### src/core/aux_prot_pkg.sv
// Purpose: Shared constants for the auxiliary protection and fan supervisor
// Assumes: 125 MHz system clock, Avalon-MM register access
// Notes:   Temperatures in 0.1 degC, thresholds in 0.1 %, delays in 10 ms
package aux_prot_pkg;
  // ****************************************
  // Register indices (word addresses)
  // ****************************************
  localparam logic [11:0] IDX_PHASE_LOSS  = 12'hA14;
  localparam logic [11:0] IDX_IPL_THRESH  = 12'hA15;
  localparam logic [11:0] IDX_GND_SHORT   = 12'hA16;
  localparam logic [11:0] IDX_FAN_POLICY  = 12'hA17;
  localparam logic [11:0] IDX_FAN_DELAY   = 12'hA18;
  localparam logic [11:0] IDX_OH_LEVEL    = 12'hA19;
  localparam logic [11:0] IDX_SENSOR_SEL  = 12'hA1A;
  localparam logic [11:0] IDX_STATUS      = 12'hA30;
  localparam logic [11:0] IDX_MASK        = 12'hA31;
  localparam logic [11:0] IDX_LIVE        = 12'hA32;
  localparam logic [11:0] IDX_REJECT      = 12'hA33;

  // ****************************************
  // Reset values and write clamp limits
  // ****************************************
  localparam logic [15:0] RST_PHASE_LOSS  = 16'h0021;
  localparam logic [15:0] RST_IPL_THRESH  = 16'h0064;
  localparam logic [15:0] RST_GND_SHORT   = 16'h0111;
  localparam logic [15:0] RST_FAN_POLICY  = 16'h0001;
  localparam logic [15:0] RST_FAN_DELAY   = 16'h0BB8;
  localparam logic [15:0] RST_OH_LEVEL    = 16'h0320;
  localparam logic [15:0] RST_SENSOR_SEL  = 16'h0001;
  localparam logic [15:0] MAX_IPL_THRESH  = 16'h012C;
  localparam logic [15:0] MAX_FAN_DELAY   = 16'h1770;
  localparam logic [15:0] MAX_OH_LEVEL    = 16'h03E8;

  // ****************************************
  // Status bit positions
  // ****************************************
  localparam int ST_OUT_PHASE  = 0;
  localparam int ST_IN_WARN    = 1;
  localparam int ST_IN_FAULT   = 2;
  localparam int ST_OUT_GND    = 3;
  localparam int ST_FAN_GND    = 4;
  localparam int ST_SUPPLY_GND = 5;
  localparam int ST_OVERHEAT   = 6;
  localparam int ST_WIDTH      = 7;

  // ****************************************
  // Timing
  // ****************************************
  localparam longint CLK_HZ          = 125000000;
  localparam longint FAN_ON_DELAY_MS = 1000;
  localparam longint FAN_HOLD_MS     = 30000;
  localparam longint TICK_MS         = 10;
  localparam longint FAN_ON_CYC      = CLK_HZ * FAN_ON_DELAY_MS / 1000;
  localparam longint FAN_HOLD_CYC    = CLK_HZ * FAN_HOLD_MS / 1000;
  localparam longint TICK_CYC        = CLK_HZ * TICK_MS / 1000;
  localparam logic [15:0] FAN_TEMP_ON = 16'h01F4;

  typedef enum logic [2:0] {
    FAN_OFF  = 3'b001,
    FAN_WAIT = 3'b010,
    FAN_ON   = 3'b100
  } fan_state_t;
endpackage : aux_prot_pkg

### src/core/fan_ctl_if.sv
// Purpose: Link between supervisor and fan sequencer
// Assumes: Single clock domain
// Notes:   Delay values in 10 ms units
`timescale 1ns/1ps
interface fan_ctl_if;
  logic [1:0]  mode;
  logic        running;
  logic        hot;
  logic [15:0] stop_delay;
  logic        fan_on;

  modport ctl (output mode, output running, output hot, output stop_delay, input fan_on);
  modport seq (input mode, input running, input hot, input stop_delay, output fan_on);
endinterface : fan_ctl_if

### src/core/avalon_regs_if.sv
// Purpose: Internal register write/read strobe bundle
// Assumes: Single clock domain
// Notes:   One-cycle strobes
`timescale 1ns/1ps
interface avalon_regs_if;
  logic        wr;
  logic        rd;
  logic [11:0] idx;
  logic [15:0] wdata;

  modport slv (output wr, output rd, output idx, output wdata);
  modport core (input wr, input rd, input idx, input wdata);
endinterface : avalon_regs_if

### src/core/fan_sequencer.sv
// Purpose: Cooling fan on/off policy with delays
// Assumes: Inputs synchronous to clk_sys
// Notes:   Mode 2 stop delay timed in 10 ms ticks; other off delays count clock cycles
`timescale 1ns/1ps
module fan_sequencer #(
  parameter longint TICK_CYC  = aux_prot_pkg::TICK_CYC,
  parameter longint ON_CYC    = aux_prot_pkg::FAN_ON_CYC,
  parameter longint HOLD_CYC  = aux_prot_pkg::FAN_HOLD_CYC
) (
  // Clock and reset
  input wire logic clk_sys,
  input wire logic rst,
  // Control link
  fan_ctl_if.seq   fan
);
  aux_prot_pkg::fan_state_t state_reg, state_next;
  logic [31:0] cnt_reg, cnt_next;
  logic [31:0] tick_reg, tick_next;
  logic        tick;
  logic        want_on;
  logic        use_ticks;
  logic [31:0] limit;

  assign tick = (tick_reg == 32'(TICK_CYC - 1));

  always_comb begin
    // Mode 0 forced on; modes 1/2 per run state and temperature
    want_on   = 1'b1;
    use_ticks = 1'b0;
    limit     = 32'(HOLD_CYC);
    case (fan.mode)
      2'd0: want_on = 1'b1;
      2'd1: begin
        want_on = fan.running | fan.hot;
      end
      2'd2: begin
        want_on = fan.running & fan.hot;
        if (!fan.running) begin
          use_ticks = 1'b1;
          limit     = 32'(fan.stop_delay);
        end
      end
      default: want_on = 1'b1;
    endcase
    state_next = state_reg;
    cnt_next   = cnt_reg;
    tick_next  = tick ? 32'h0 : tick_reg + 32'h1;
    case (state_reg)
      aux_prot_pkg::FAN_OFF: begin
        cnt_next = 32'h0;
        if (fan.mode == 2'd1 && fan.running && !fan.hot) begin
          cnt_next = cnt_reg + 32'h1;
          if (cnt_reg >= 32'(ON_CYC - 1))
            state_next = aux_prot_pkg::FAN_ON;
        end else if (want_on) begin
          state_next = aux_prot_pkg::FAN_ON;
        end
      end
      aux_prot_pkg::FAN_ON: begin
        cnt_next = 32'h0;
        tick_next = 32'h0;
        if (!want_on)
          state_next = aux_prot_pkg::FAN_WAIT;
      end
      aux_prot_pkg::FAN_WAIT: begin
        if (want_on) begin
          state_next = aux_prot_pkg::FAN_ON;
        end else if (use_ticks) begin
          if (cnt_reg >= limit)
            state_next = aux_prot_pkg::FAN_OFF;
          else if (tick)
            cnt_next = cnt_reg + 32'h1;
        end else begin
          cnt_next = cnt_reg + 32'h1;
          if (cnt_reg >= limit - 32'h1)
            state_next = aux_prot_pkg::FAN_OFF;
        end
      end
      default: state_next = aux_prot_pkg::FAN_ON;
    endcase
  end

  always_ff @(posedge clk_sys) begin
    if (rst) begin
      state_reg <= aux_prot_pkg::FAN_ON;
      cnt_reg   <= 32'h0;
      tick_reg  <= 32'h0;
    end else begin
      state_reg <= state_next;
      cnt_reg   <= cnt_next;
      tick_reg  <= tick_next;
    end
  end

  assign fan.fan_on = (state_reg != aux_prot_pkg::FAN_OFF);
endmodule : fan_sequencer

### src/core/avalon_slave.sv
// Purpose: Avalon-MM slave front end with one wait state
// Assumes: Word address = byte address / 4
// Notes:   Answers every request one cycle after it is raised
`timescale 1ns/1ps
module avalon_slave (
  // Clock and reset
  input  wire logic        clk_sys,
  input  wire logic        rst,
  // Avalon-MM
  input  wire logic [13:0] address,
  input  wire logic        read,
  input  wire logic        write,
  input  wire logic [31:0] writedata,
  output logic             waitrequest,
  // Internal strobes
  avalon_regs_if.slv       rb
);
  logic busy_reg, busy_next;

  always_comb begin
    // Hold off for one cycle, then accept
    busy_next = (read | write) & ~busy_reg;
  end

  always_ff @(posedge clk_sys) begin
    if (rst)
      busy_reg <= 1'b0;
    else
      busy_reg <= busy_next;
  end

  assign waitrequest = (read | write) & ~busy_reg;
  assign rb.wr       = write & busy_reg;
  // Read strobe in the wait cycle so registered data stands at acceptance
  assign rb.rd       = read & ~busy_reg;
  assign rb.idx      = address[13:2];
  assign rb.wdata    = writedata[15:0];
endmodule : avalon_slave

### src/core/aux_protection.sv
// Purpose: Auxiliary protection and cooling fan supervisor
// Assumes: Detector inputs synchronous, one clock, synchronous reset
// Notes:   Avalon address is byte address, index*4
//
// The Avalon-MM interface to the registers was left to the implementer.
`timescale 1ns/1ps
module aux_protection (
  // Clock and reset
  input  wire logic        clk_sys,
  input  wire logic        rst,
  // Avalon-MM slave
  input  wire logic [13:0] address,
  input  wire logic        read,
  input  wire logic        write,
  input  wire logic [31:0] writedata,
  output logic [31:0]      readdata,
  output logic             waitrequest,
  output logic             irq,
  // Drive sequencing
  input  wire logic        run_cmd,
  input  wire logic        dc_brake_active,
  input  wire logic        pre_excite_active,
  input  wire logic        sync_machine_rotating,
  output logic             run_permit,
  output logic             coast_stop,
  // Measurements and detectors
  input  wire logic        out_phase_missing,
  input  wire logic [15:0] bus_ripple_pct,
  input  wire logic        out_ground_detect,
  input  wire logic        fan_ground_detect,
  input  wire logic        supply_ground_detect,
  input  wire logic [15:0] heatsink_temperature_monitor,
  output logic             ground_check_req,
  // Protection outputs
  output logic             output_phase_missing_fault,
  output logic             input_phase_missing_warning,
  output logic             input_phase_missing_fault,
  output logic             output_ground_short_fault,
  output logic             fan_ground_short_fault,
  output logic             supply_ground_short_fault,
  output logic             drive_overheat_warning,
  output logic             platinum_resistance_sensor,
  output logic             fan_on
);
  // ****************************************
  // Registers
  // ****************************************
  logic [15:0] phase_sel_reg, phase_sel_next;
  logic [15:0] ipl_thr_reg, ipl_thr_next;
  logic [15:0] gnd_sel_reg, gnd_sel_next;
  logic [15:0] fan_sel_reg, fan_sel_next;
  logic [15:0] fan_dly_reg, fan_dly_next;
  logic [15:0] oh_lvl_reg, oh_lvl_next;
  logic [15:0] sens_sel_reg, sens_sel_next;
  logic [aux_prot_pkg::ST_WIDTH-1:0] status_reg, status_next;
  logic [aux_prot_pkg::ST_WIDTH-1:0] mask_reg, mask_next;
  logic [aux_prot_pkg::ST_WIDTH-1:0] live_reg, live_next;
  logic [aux_prot_pkg::ST_WIDTH-1:0] events;
  logic [31:0] rdata_reg, rdata_next;
  logic        reject_reg, reject_next;
  logic        pwr_chk_reg, pwr_chk_next;
  logic        pre_chk_reg, pre_chk_next;
  logic        run_reg, run_next;

  avalon_regs_if rb ();
  fan_ctl_if     fc ();

  avalon_slave u_slave (.*);

  fan_sequencer u_fan (.*, .fan (fc));

  // Option digit n of a packed selection
  function automatic logic [3:0] digit(input logic [15:0] v, input int n);
    digit = v[n*4 +: 4];
  endfunction : digit

  function automatic logic [15:0] clamp(input logic [15:0] v, input logic [15:0] mx);
    clamp = (v > mx) ? mx : v;
  endfunction : clamp

  // ****************************************
  // Run state and ground checks
  // ****************************************
  always_comb begin
    // Power-on check window closes one cycle after reset
    pwr_chk_next = 1'b1;
    pre_chk_next = run_cmd & ~run_reg & (digit(gnd_sel_reg, 0) == 4'h2);
    run_next = run_cmd & run_permit;
  end

  // Synchronous machines spinning cannot pass the pre-run check
  assign run_permit = ~(coast_stop | output_ground_short_fault | fan_ground_short_fault | supply_ground_short_fault) &
                      ~((digit(gnd_sel_reg, 0) == 4'h2) & sync_machine_rotating);
  assign ground_check_req = (~pwr_chk_reg & (digit(gnd_sel_reg, 0) == 4'h1)) | pre_chk_reg;

  // ****************************************
  // Protection events
  // ****************************************
  always_comb begin
    events = '0;
    events[aux_prot_pkg::ST_OUT_PHASE] = out_phase_missing &
      ((digit(phase_sel_reg, 0) == 4'h1) | dc_brake_active | pre_excite_active);
    if (bus_ripple_pct > ipl_thr_reg) begin
      events[aux_prot_pkg::ST_IN_WARN]  = (digit(phase_sel_reg, 1) == 4'h1);
      events[aux_prot_pkg::ST_IN_FAULT] = (digit(phase_sel_reg, 1) == 4'h2);
    end
    events[aux_prot_pkg::ST_OUT_GND] = out_ground_detect & ground_check_req;
    events[aux_prot_pkg::ST_FAN_GND] = fan_ground_detect & (digit(gnd_sel_reg, 1) == 4'h1);
    events[aux_prot_pkg::ST_SUPPLY_GND] = supply_ground_detect & (digit(gnd_sel_reg, 2) == 4'h1);
    events[aux_prot_pkg::ST_OVERHEAT] = heatsink_temperature_monitor > oh_lvl_reg;
  end

  // ****************************************
  // Register file
  // ****************************************
  always_comb begin
    phase_sel_next = phase_sel_reg;
    ipl_thr_next   = ipl_thr_reg;
    gnd_sel_next   = gnd_sel_reg;
    fan_sel_next   = fan_sel_reg;
    fan_dly_next   = fan_dly_reg;
    oh_lvl_next    = oh_lvl_reg;
    sens_sel_next  = sens_sel_reg;
    mask_next      = mask_reg;
    reject_next    = reject_reg;
    live_next      = events;
    status_next    = status_reg;
    rdata_next     = rdata_reg;
    if (rb.wr) begin
      case (rb.idx)
        aux_prot_pkg::IDX_FAN_POLICY: fan_sel_next = {14'h0, (rb.wdata[1:0] == 2'h3) ? 2'h2 : rb.wdata[1:0]};
        aux_prot_pkg::IDX_OH_LEVEL:   oh_lvl_next = clamp(rb.wdata, aux_prot_pkg::MAX_OH_LEVEL);
        aux_prot_pkg::IDX_SENSOR_SEL: sens_sel_next = {15'h0, rb.wdata[0]};
        aux_prot_pkg::IDX_MASK:       mask_next = rb.wdata[aux_prot_pkg::ST_WIDTH-1:0];
        aux_prot_pkg::IDX_STATUS:     status_next = status_reg & ~rb.wdata[aux_prot_pkg::ST_WIDTH-1:0];
        aux_prot_pkg::IDX_REJECT:     reject_next = reject_reg & ~rb.wdata[0];
        default: begin
          // Stop-only settings
          if (run_reg) begin
            reject_next = 1'b1;
          end else begin
            case (rb.idx)
              aux_prot_pkg::IDX_PHASE_LOSS:
                phase_sel_next = {8'h0, 2'h0, (rb.wdata[5:4] == 2'h3) ? 2'h2 : rb.wdata[5:4], 3'h0, rb.wdata[0]};
              aux_prot_pkg::IDX_IPL_THRESH: ipl_thr_next = clamp(rb.wdata, aux_prot_pkg::MAX_IPL_THRESH);
              aux_prot_pkg::IDX_GND_SHORT:
                gnd_sel_next = {7'h0, rb.wdata[8], 3'h0, rb.wdata[4], 2'h0,
                                (rb.wdata[1:0] == 2'h3) ? 2'h2 : rb.wdata[1:0]};
              aux_prot_pkg::IDX_FAN_DELAY: fan_dly_next = clamp(rb.wdata, aux_prot_pkg::MAX_FAN_DELAY);
              default: reject_next = reject_reg;
            endcase
          end
        end
      endcase
    end
    // Set wins over a simultaneous clear
    status_next = status_next | events;
    if (rb.rd) begin
      case (rb.idx)
        aux_prot_pkg::IDX_PHASE_LOSS: rdata_next = {16'h0, phase_sel_reg};
        aux_prot_pkg::IDX_IPL_THRESH: rdata_next = {16'h0, ipl_thr_reg};
        aux_prot_pkg::IDX_GND_SHORT:  rdata_next = {16'h0, gnd_sel_reg};
        aux_prot_pkg::IDX_FAN_POLICY: rdata_next = {16'h0, fan_sel_reg};
        aux_prot_pkg::IDX_FAN_DELAY:  rdata_next = {16'h0, fan_dly_reg};
        aux_prot_pkg::IDX_OH_LEVEL:   rdata_next = {16'h0, oh_lvl_reg};
        aux_prot_pkg::IDX_SENSOR_SEL: rdata_next = {16'h0, sens_sel_reg};
        aux_prot_pkg::IDX_STATUS:     rdata_next = {25'h0, status_reg};
        aux_prot_pkg::IDX_MASK:       rdata_next = {25'h0, mask_reg};
        aux_prot_pkg::IDX_LIVE:       rdata_next = {25'h0, live_reg};
        aux_prot_pkg::IDX_REJECT:     rdata_next = {30'h0, run_reg, reject_reg};
        default:                      rdata_next = 32'h0;
      endcase
    end
  end

  always_ff @(posedge clk_sys) begin
    if (rst) begin
      phase_sel_reg <= aux_prot_pkg::RST_PHASE_LOSS;
      ipl_thr_reg   <= aux_prot_pkg::RST_IPL_THRESH;
      gnd_sel_reg   <= aux_prot_pkg::RST_GND_SHORT;
      fan_sel_reg   <= aux_prot_pkg::RST_FAN_POLICY;
      fan_dly_reg   <= aux_prot_pkg::RST_FAN_DELAY;
      oh_lvl_reg    <= aux_prot_pkg::RST_OH_LEVEL;
      sens_sel_reg  <= aux_prot_pkg::RST_SENSOR_SEL;
      status_reg    <= '0;
      mask_reg      <= '0;
      live_reg      <= '0;
      rdata_reg     <= 32'h0;
      reject_reg    <= 1'b0;
      pwr_chk_reg   <= 1'b0;
      pre_chk_reg   <= 1'b0;
      run_reg       <= 1'b0;
    end else begin
      phase_sel_reg <= phase_sel_next;
      ipl_thr_reg   <= ipl_thr_next;
      gnd_sel_reg   <= gnd_sel_next;
      fan_sel_reg   <= fan_sel_next;
      fan_dly_reg   <= fan_dly_next;
      oh_lvl_reg    <= oh_lvl_next;
      sens_sel_reg  <= sens_sel_next;
      status_reg    <= status_next;
      mask_reg      <= mask_next;
      live_reg      <= live_next;
      rdata_reg     <= rdata_next;
      reject_reg    <= reject_next;
      pwr_chk_reg   <= pwr_chk_next;
      pre_chk_reg   <= pre_chk_next;
      run_reg       <= run_next;
    end
  end

  // ****************************************
  // Outputs
  // ****************************************
  assign fc.mode       = fan_sel_reg[1:0];
  assign fc.running    = run_reg;
  assign fc.hot        = heatsink_temperature_monitor > aux_prot_pkg::FAN_TEMP_ON;
  assign fc.stop_delay = fan_dly_reg;
  assign fan_on        = fc.fan_on;

  assign readdata                    = rdata_reg;
  assign irq                         = |(status_reg & mask_reg);
  assign output_phase_missing_fault  = status_reg[aux_prot_pkg::ST_OUT_PHASE];
  assign input_phase_missing_warning = status_reg[aux_prot_pkg::ST_IN_WARN];
  assign input_phase_missing_fault   = status_reg[aux_prot_pkg::ST_IN_FAULT];
  assign output_ground_short_fault   = status_reg[aux_prot_pkg::ST_OUT_GND];
  assign fan_ground_short_fault      = status_reg[aux_prot_pkg::ST_FAN_GND];
  assign supply_ground_short_fault   = status_reg[aux_prot_pkg::ST_SUPPLY_GND];
  assign drive_overheat_warning      = live_reg[aux_prot_pkg::ST_OVERHEAT];
  assign platinum_resistance_sensor  = ~sens_sel_reg[0];
  // Phase faults coast the motor
  assign coast_stop = output_phase_missing_fault | input_phase_missing_fault;
endmodule : aux_protection

### config.mk
export PLATFORM = sky130hd
export DESIGN_NAME = aux_protection
export DESIGN_NICKNAME = d
export VERILOG_FILES = /design/src/core/aux_prot_pkg.sv /design/src/core/fan_ctl_if.sv /design/src/core/avalon_regs_if.sv /design/src/core/fan_sequencer.sv /design/src/core/avalon_slave.sv /design/src/core/aux_protection.sv
export SDC_FILE = /design/constraint.sdc
export NUM_CORES = 1
export LEC_CHECK = 0
export BUFFER_PORTS_ARGS = -buffer_cell sky130_fd_sc_hd__buf_2
export CAP_MARGIN = 20
export CELL_PAD_IN_SITES_DETAIL_PLACEMENT = 1
export CELL_PAD_IN_SITES_GLOBAL_PLACEMENT = 1
export CORE_ASPECT_RATIO = 0.5
export CORE_MARGIN = 1
export CORE_UTILIZATION = 44
export DETAILED_ROUTE_END_ITERATION = 12
export PLACE_DENSITY = 0.9
export SLEW_MARGIN = 20
export SYNTH_ARGS = -nofsm -noshare
export SYNTH_HDL_FRONTEND = slang
export SYNTH_SLANG_ARGS = --single-unit
### constraint.sdc
create_clock -name clk_sys -period 6.6 [get_ports clk_sys]
set_clock_uncertainty 0.15 [all_clocks]
set_input_delay 1.32 -clock clk_sys [delete_from_list [all_inputs] [get_ports clk_sys]]
set_output_delay 1.32 -clock clk_sys [all_outputs]
set_load 0.1 [all_outputs]
==> flow_metrics.tcl, run 1 <==
set metrics [dict create \
    critPathKind "reg -> reg" \
    leakagePower_nw 4.60 \
    grt_pass1_wl_um 55800 \
    hold_path.class "reg -> reg" \
    ctsRootBufferMaster "clkbuf_16" \
    vias 10200 \
    post_cts_resized 0 \
    core_area_mm2 0.0221 \
    synth_area_leaders "dfxtp_1, ha_1, nor2_1" \
    drc 0 \
    routed_wl_um 35100 \
    max-slew-margin-rel 0.243 \
    finalHoldViolations 0 \
    post_cts_buffers 0 \
    cp-start-kind "flip-flop" \
    hpwlAfterDp_um 25600 \
    synthTopCellsByCount "dfxtp_1, nor2_1, nand2_1" \
    io_pins 136 \
    cp_max_fo 23 \
    cts.sinks 167 \
    synth-edff-count 0 \
    firstDrtPassIters 8 \
    clk_latency_ns 0.46 \
    grt_pass1_vias 10200 \
    yosysWarnings 0 \
    yosysSeqAreaShare 0.332 \
    power_density_mw_per_mm2 231 \
    drtAntennaViolNets 0 \
    netlist_instances 1220 \
    yosysTopAreaCell "dfxtp_1" \
    area_growth_pct 13.2 \
    io_buffers 101 \
    setup_viol_count_final 0 \
    gr-usage-all-layers 0.302 \
    wire_per_inst_um 21.7 \
    rsz0062_at_grt "false" \
    grt-ovfl-total 0 \
    numCtsBuffers 17 \
    yosysUniqueCellTypes 72 \
    cts_tree "done" \
    ys.flop_type "dfxtp_1" \
    netlist_area_mm2 0.0101 \
    synth-async-reset-ratio 0 \
    ys_ff_latch 167 \
    clock_path_buffers 2 \
    required_ns 6.78 \
    hold_buffers 0 \
    crit_path_end_kind "flip-flop" \
    clock.fmax_mhz 171 \
    layout_min_cycle_time_ns 5.85 \
    die-area_mm2 0.0235 \
    rows 38 \
    synth.most_common_cell "dfxtp_1" \
    die_y_um 109 \
    gp_congestion 0.902 \
    tns_ns 0 \
    start_util 0.456 \
    grt_max_degree 62 \
    fillers 2739 \
    synth_top_area_share 0.332 \
    worstMarginPinSlew_ns 1.11 \
    h-tree-depth 4 \
    first_iter_violations 891 \
    slew_violations 0 \
    nets 1486 \
    power_mw 2.64 \
    routed_via_density 6.30 \
    worst_ep_arrival_time_ns 6.03 \
    drv_cap 0 \
    die_x_um 216 \
    post_synth.cell_area_avg_um2 8.25 \
    vdd_drop_max_uv 202 \
    cts.clk_slew.worst_paths_ns 0.08 \
    antenna_found_initial 2 \
    status "finished, final reports clean" \
    post-route-period-util 0.887 \
    drive_gt1_frac 0.133 \
]
-- kinds of logic after synthesis --
logic type                 count (synthesis)  share of synthesized area
xor gates and xnor gates                  44                     0.0383
buffers and inverters                    122                     0.0523
and+or+nand+nor                          502                      0.250
DFF                                      167                      0.332
adders and majority gates                 93                      0.116
muxes                                     21                     0.0210
other                                      1                   0.000372
AOI/OAI and AO/OA                        270                      0.191
-- per-layer routing --
metal / vias up / part of all wire / track usage
li1: 4643 / - / -
met1: 5078 / 0.44 / 0.379
met2: 387 / 0.48 / 0.523
met3: 83 / 0.059 / 0.0536
met4: 2 / 0.025 / 0.114
met5: - / 0.00029 / 0
-- power breakdown --
part | internal (mW) | switching [mW] | leakage, nW
clock network | 0.513 | 0.514 | 0.288
logic | 0.130 | 0.411 | 2.96
registers | 1.03 | 0.0351 | 1.35
-- cells in the final DEF, fill, tap and decap left out, types with 14 or more instances in the layout --
cell type	Yosys	routed
nand2_1	108	108
a22oi_1	31	31
nor3_1	51	51
nor2_1	135	135
and3_1	24	24
dfxtp_1	167	167
xor2_1	26	26
mux2i_1	20	20
inv_1	56	56
nand4_1	26	26
a211oi_1	19	19
nand3_1	46	46
or3_1	24	24
o21ai_0	38	38
xnor2_1	18	18
a21oi_1	60	60
buf_4	16	14
ha_1	93	93
conb_1	1	16
clkbuf_16	0	17
buf_2	0	101
-- stage by stage --
stage	hold WS, ns	cells	util	setup WS [ns]	area [µm²]
after global routing	0.355	1617	0.517	0.433	11400
final	0.334	1617	0.517	0.748	11400
after detailed placement	0.321	1584	0.489	0.949	10800
after CTS	0.331	1616	0.517	0.860	11400
after floorplan	0.292	1235	-	1.22	10100
after global placement	0.302	1584	0.489	1.24	10800
-- critical path: stages, from the launching register on --
cell and delay [ns]:
dfxtp_1 0.39, inv_1 0.08, ha_1 0.25, nand2b_1 0.10, buf_4 0.27, inv_1 0.15
nand2_1 0.14, ha_1 0.25, nand2_1 0.09, or4_1 0.49, or3_1 0.47, or4_1 0.57
and2_1 0.23, ha_1 0.29, nand4_1 0.08, or3_1 0.39, nor4_1 0.55, o211ai_1 0.17
a31oi_1 0.21, nor3_1 0.08, a21oi_1 0.17, o21ai_0 0.12
-- final cells by class --
class | instances | area [µm²] | area share
antenna | 1 | 2.50 | 0.000219
clock buffer | 17 | 425 | 0.0373
clock inverter | 15 | 179 | 0.0157
inverter | 56 | 210 | 0.0184
multi-input combinational | 946 | 6250 | 0.549
sequential | 167 | 3340 | 0.293
tap | 300 | 375 | 0.0329
timing repair buffer | 115 | 611 | 0.0536
-- path summary, 6_finish.rpt --
check | start | end | slack [ns] | depth (start not counted)
setup / recovery | fan_sel_reg[0]$_SDFFE_PP1P_ | u_fan.state_reg[1]$_SDFFE_PP0P_ | 0.75 | 21
hold / removal | oh_lvl_reg[10]$_SDFFE_PP0P_ | oh_lvl_reg[10]$_SDFFE_PP0P_ | 0.33 | 2
setup reg to reg | fan_sel_reg[0]$_SDFFE_PP1P_ | u_fan.state_reg[1]$_SDFFE_PP0P_ | 0.75 | 21
hold reg to reg | oh_lvl_reg[10]$_SDFFE_PP0P_ | oh_lvl_reg[10]$_SDFFE_PP0P_ | 0.33 | 2
No activity file was read; power rests on OpenSTA's default activity.
==> inputs of run 2 (changes only) <==
RECOVER_POWER = 25   (was not set)
==> run 2 against run 1 <==
Net effect:
- the flow now finishes with violations (max-capacitance violations, max-slew violations)
- design area fell by 0.30%
- critical path depth did not move
- flip-flop and latch count did not move
- die area did not move
==> flow_metrics.tcl, run 2 (synthesized netlist as in run 1, its figures left out) <==
set metrics [dict create \
    status "finished, violations left" \
    violations "max-capacitance violations, max-slew violations" \
    core_area_mm2 0.0221 \
    rsz0062_at_grt "false" \
    antenna_found_initial 2 \
    gp_congestion 0.902 \
    post-route-period-util 0.886 \
    worstMarginPinSlew_ns 2.92 \
    r2r_slack_ns 0.75 \
    layout_min_cycle_time_ns 5.85 \
    drive_gt1_frac 0.116 \
    leakagePower_nw 4.52 \
    final_cell_mix "dfxtp_1, nor2_1, nand2_1" \
    clk_latency_ns 0.46 \
    dp_slack_ns 0.949 \
    wire_per_inst_um 21.7 \
    required_ns 6.78 \
    grt_max_degree 62 \
    holdWs_ns 0.335 \
    critPathLaunch "fan_sel_reg[0]$_SDFFE_PP1P_" \
    cp_max_fo 23 \
    nets 1486 \
    fin_area_mm2 0.0114 \
    place_area_mm2 0.0108 \
    cts.sinks 167 \
    die_y_um 109 \
    rows 38 \
    dp.cells 1584 \
    cp-start-kind "flip-flop" \
    cts.clk_slew.worst_paths_ns 0.08 \
    critPathKind "reg -> reg" \
    hold_path.class "reg -> reg" \
    r2r_cells 21 \
    die_x_um 216 \
    start_util 0.456 \
    crit_path_end_kind "flip-flop" \
    ctsRootBufferMaster "clkbuf_16" \
    hold_buffers 0 \
    clock.fmax_mhz 171 \
    r2r_start "fan_sel_reg[0]$_SDFFE_PP1P_" \
    max-slew-margin-rel -0.947 \
    routed_wl_um 35100 \
    setup_slack_ns 0.753 \
    finalHoldViolations 0 \
    hpwlAfterDp_um 25600 \
    drv_cap 2 \
    final_cells 1617 \
    vdd_drop_max_uv 202 \
    power_density_mw_per_mm2 232 \
    final_common_cell "dfxtp_1" \
    setup_viol_count_final 0 \
    gr-usage-all-layers 0.302 \
    drtAntennaViolNets 0 \
    clock_path_buffers 2 \
    slew_violations 107 \
    h-tree-depth 4 \
    io_buffers 101 \
    worst_ep_arrival_time_ns 6.03 \
    holdPathStages 2 \
    utilization 0.515 \
    power_mw 2.64 \
    grt_pass1_vias 10200 \
    cts_tree "done" \
    firstDrtPassIters 7 \
    fillers 2745 \
    grt-ovfl-total 0 \
    io_pins 136 \
    routed_via_density 6.28 \
    die-area_mm2 0.0235 \
    grt_pass1_wl_um 55800 \
    numCtsBuffers 17 \
    post_cts_buffers 0 \
    drc 0 \
    min-delay-start "oh_lvl_reg[12]$_SDFFE_PP0P_" \
    first_iter_violations 896 \
    post_cts_resized 0 \
    tns_ns 0 \
    area_growth_pct 12.9 \
    vias 10200 \
]
run 2: changes by cell type in the layout (fill, tap and decap cells not counted), sizes merged:
| cell | previous run | this run |
|---|---|---|
| buf | 115 | 93 |
| clkbuf | 17 | 39 |
run 2: worst max-delay path: stages (launching register included):
cell	delay [ns]
dfxtp_1	0.39
inv_1	0.08
ha_1	0.25
nand2b_1	0.09
buf_4	0.28
inv_1	0.16
nand2_1	0.14
ha_1	0.25
nand2_1	0.09
or4_1	0.50
or3_1	0.47
or4_1	0.57
and2_1	0.23
ha_1	0.29
nand4_1	0.08
or3_1	0.39
nor4_1	0.54
o211ai_1	0.17
a31oi_1	0.21
nor3_1	0.08
a21oi_1	0.17
o21ai_0	0.12
run 2: area by class of cell:
| class | instances | area, µm² | share of cell area |
|---|---|---|---|
| clock buffers | 17 | 425 | 0.0374 |
| diodes | 1 | 2.50 | 0.000220 |
| well taps | 300 | 375 | 0.0330 |
| clock inverters | 15 | 179 | 0.0157 |
| inverters | 56 | 210 | 0.0185 |
| multi-input cells | 946 | 6250 | 0.550 |
| flip-flops and latches | 167 | 3340 | 0.294 |
| repair buffers | 115 | 578 | 0.0509 |
run 2: where the power goes:
group	switching (mW)	leakage [nW]	total [mW]	internal (mW)
combinational	0.412	2.88	0.539	0.127
sequential	0.0355	1.35	1.07	1.03
clock	0.514	0.288	1.03	0.513
total	0.962	4.52	2.64	1.67
run 2: final timing paths:
| kind | endpoint |
|---|---|
| setup reg to reg | u_fan.state_reg[1]$_SDFFE_PP0P_ |
| setup / recovery | u_fan.state_reg[1]$_SDFFE_PP0P_ |
| hold reg to reg | oh_lvl_reg[12]$_SDFFE_PP0P_ |
| hold / removal | oh_lvl_reg[12]$_SDFFE_PP0P_ |
run 2: per-layer routing:
metal / global-route usage / vias to the layer above / share of wire
met5: 0 / - / 0.00028
met4: 0.114 / 2 / 0.025
met3: 0.0536 / 79 / 0.059
met2: 0.523 / 367 / 0.48
met1: 0.379 / 5073 / 0.44
li1: - / 4632 / -
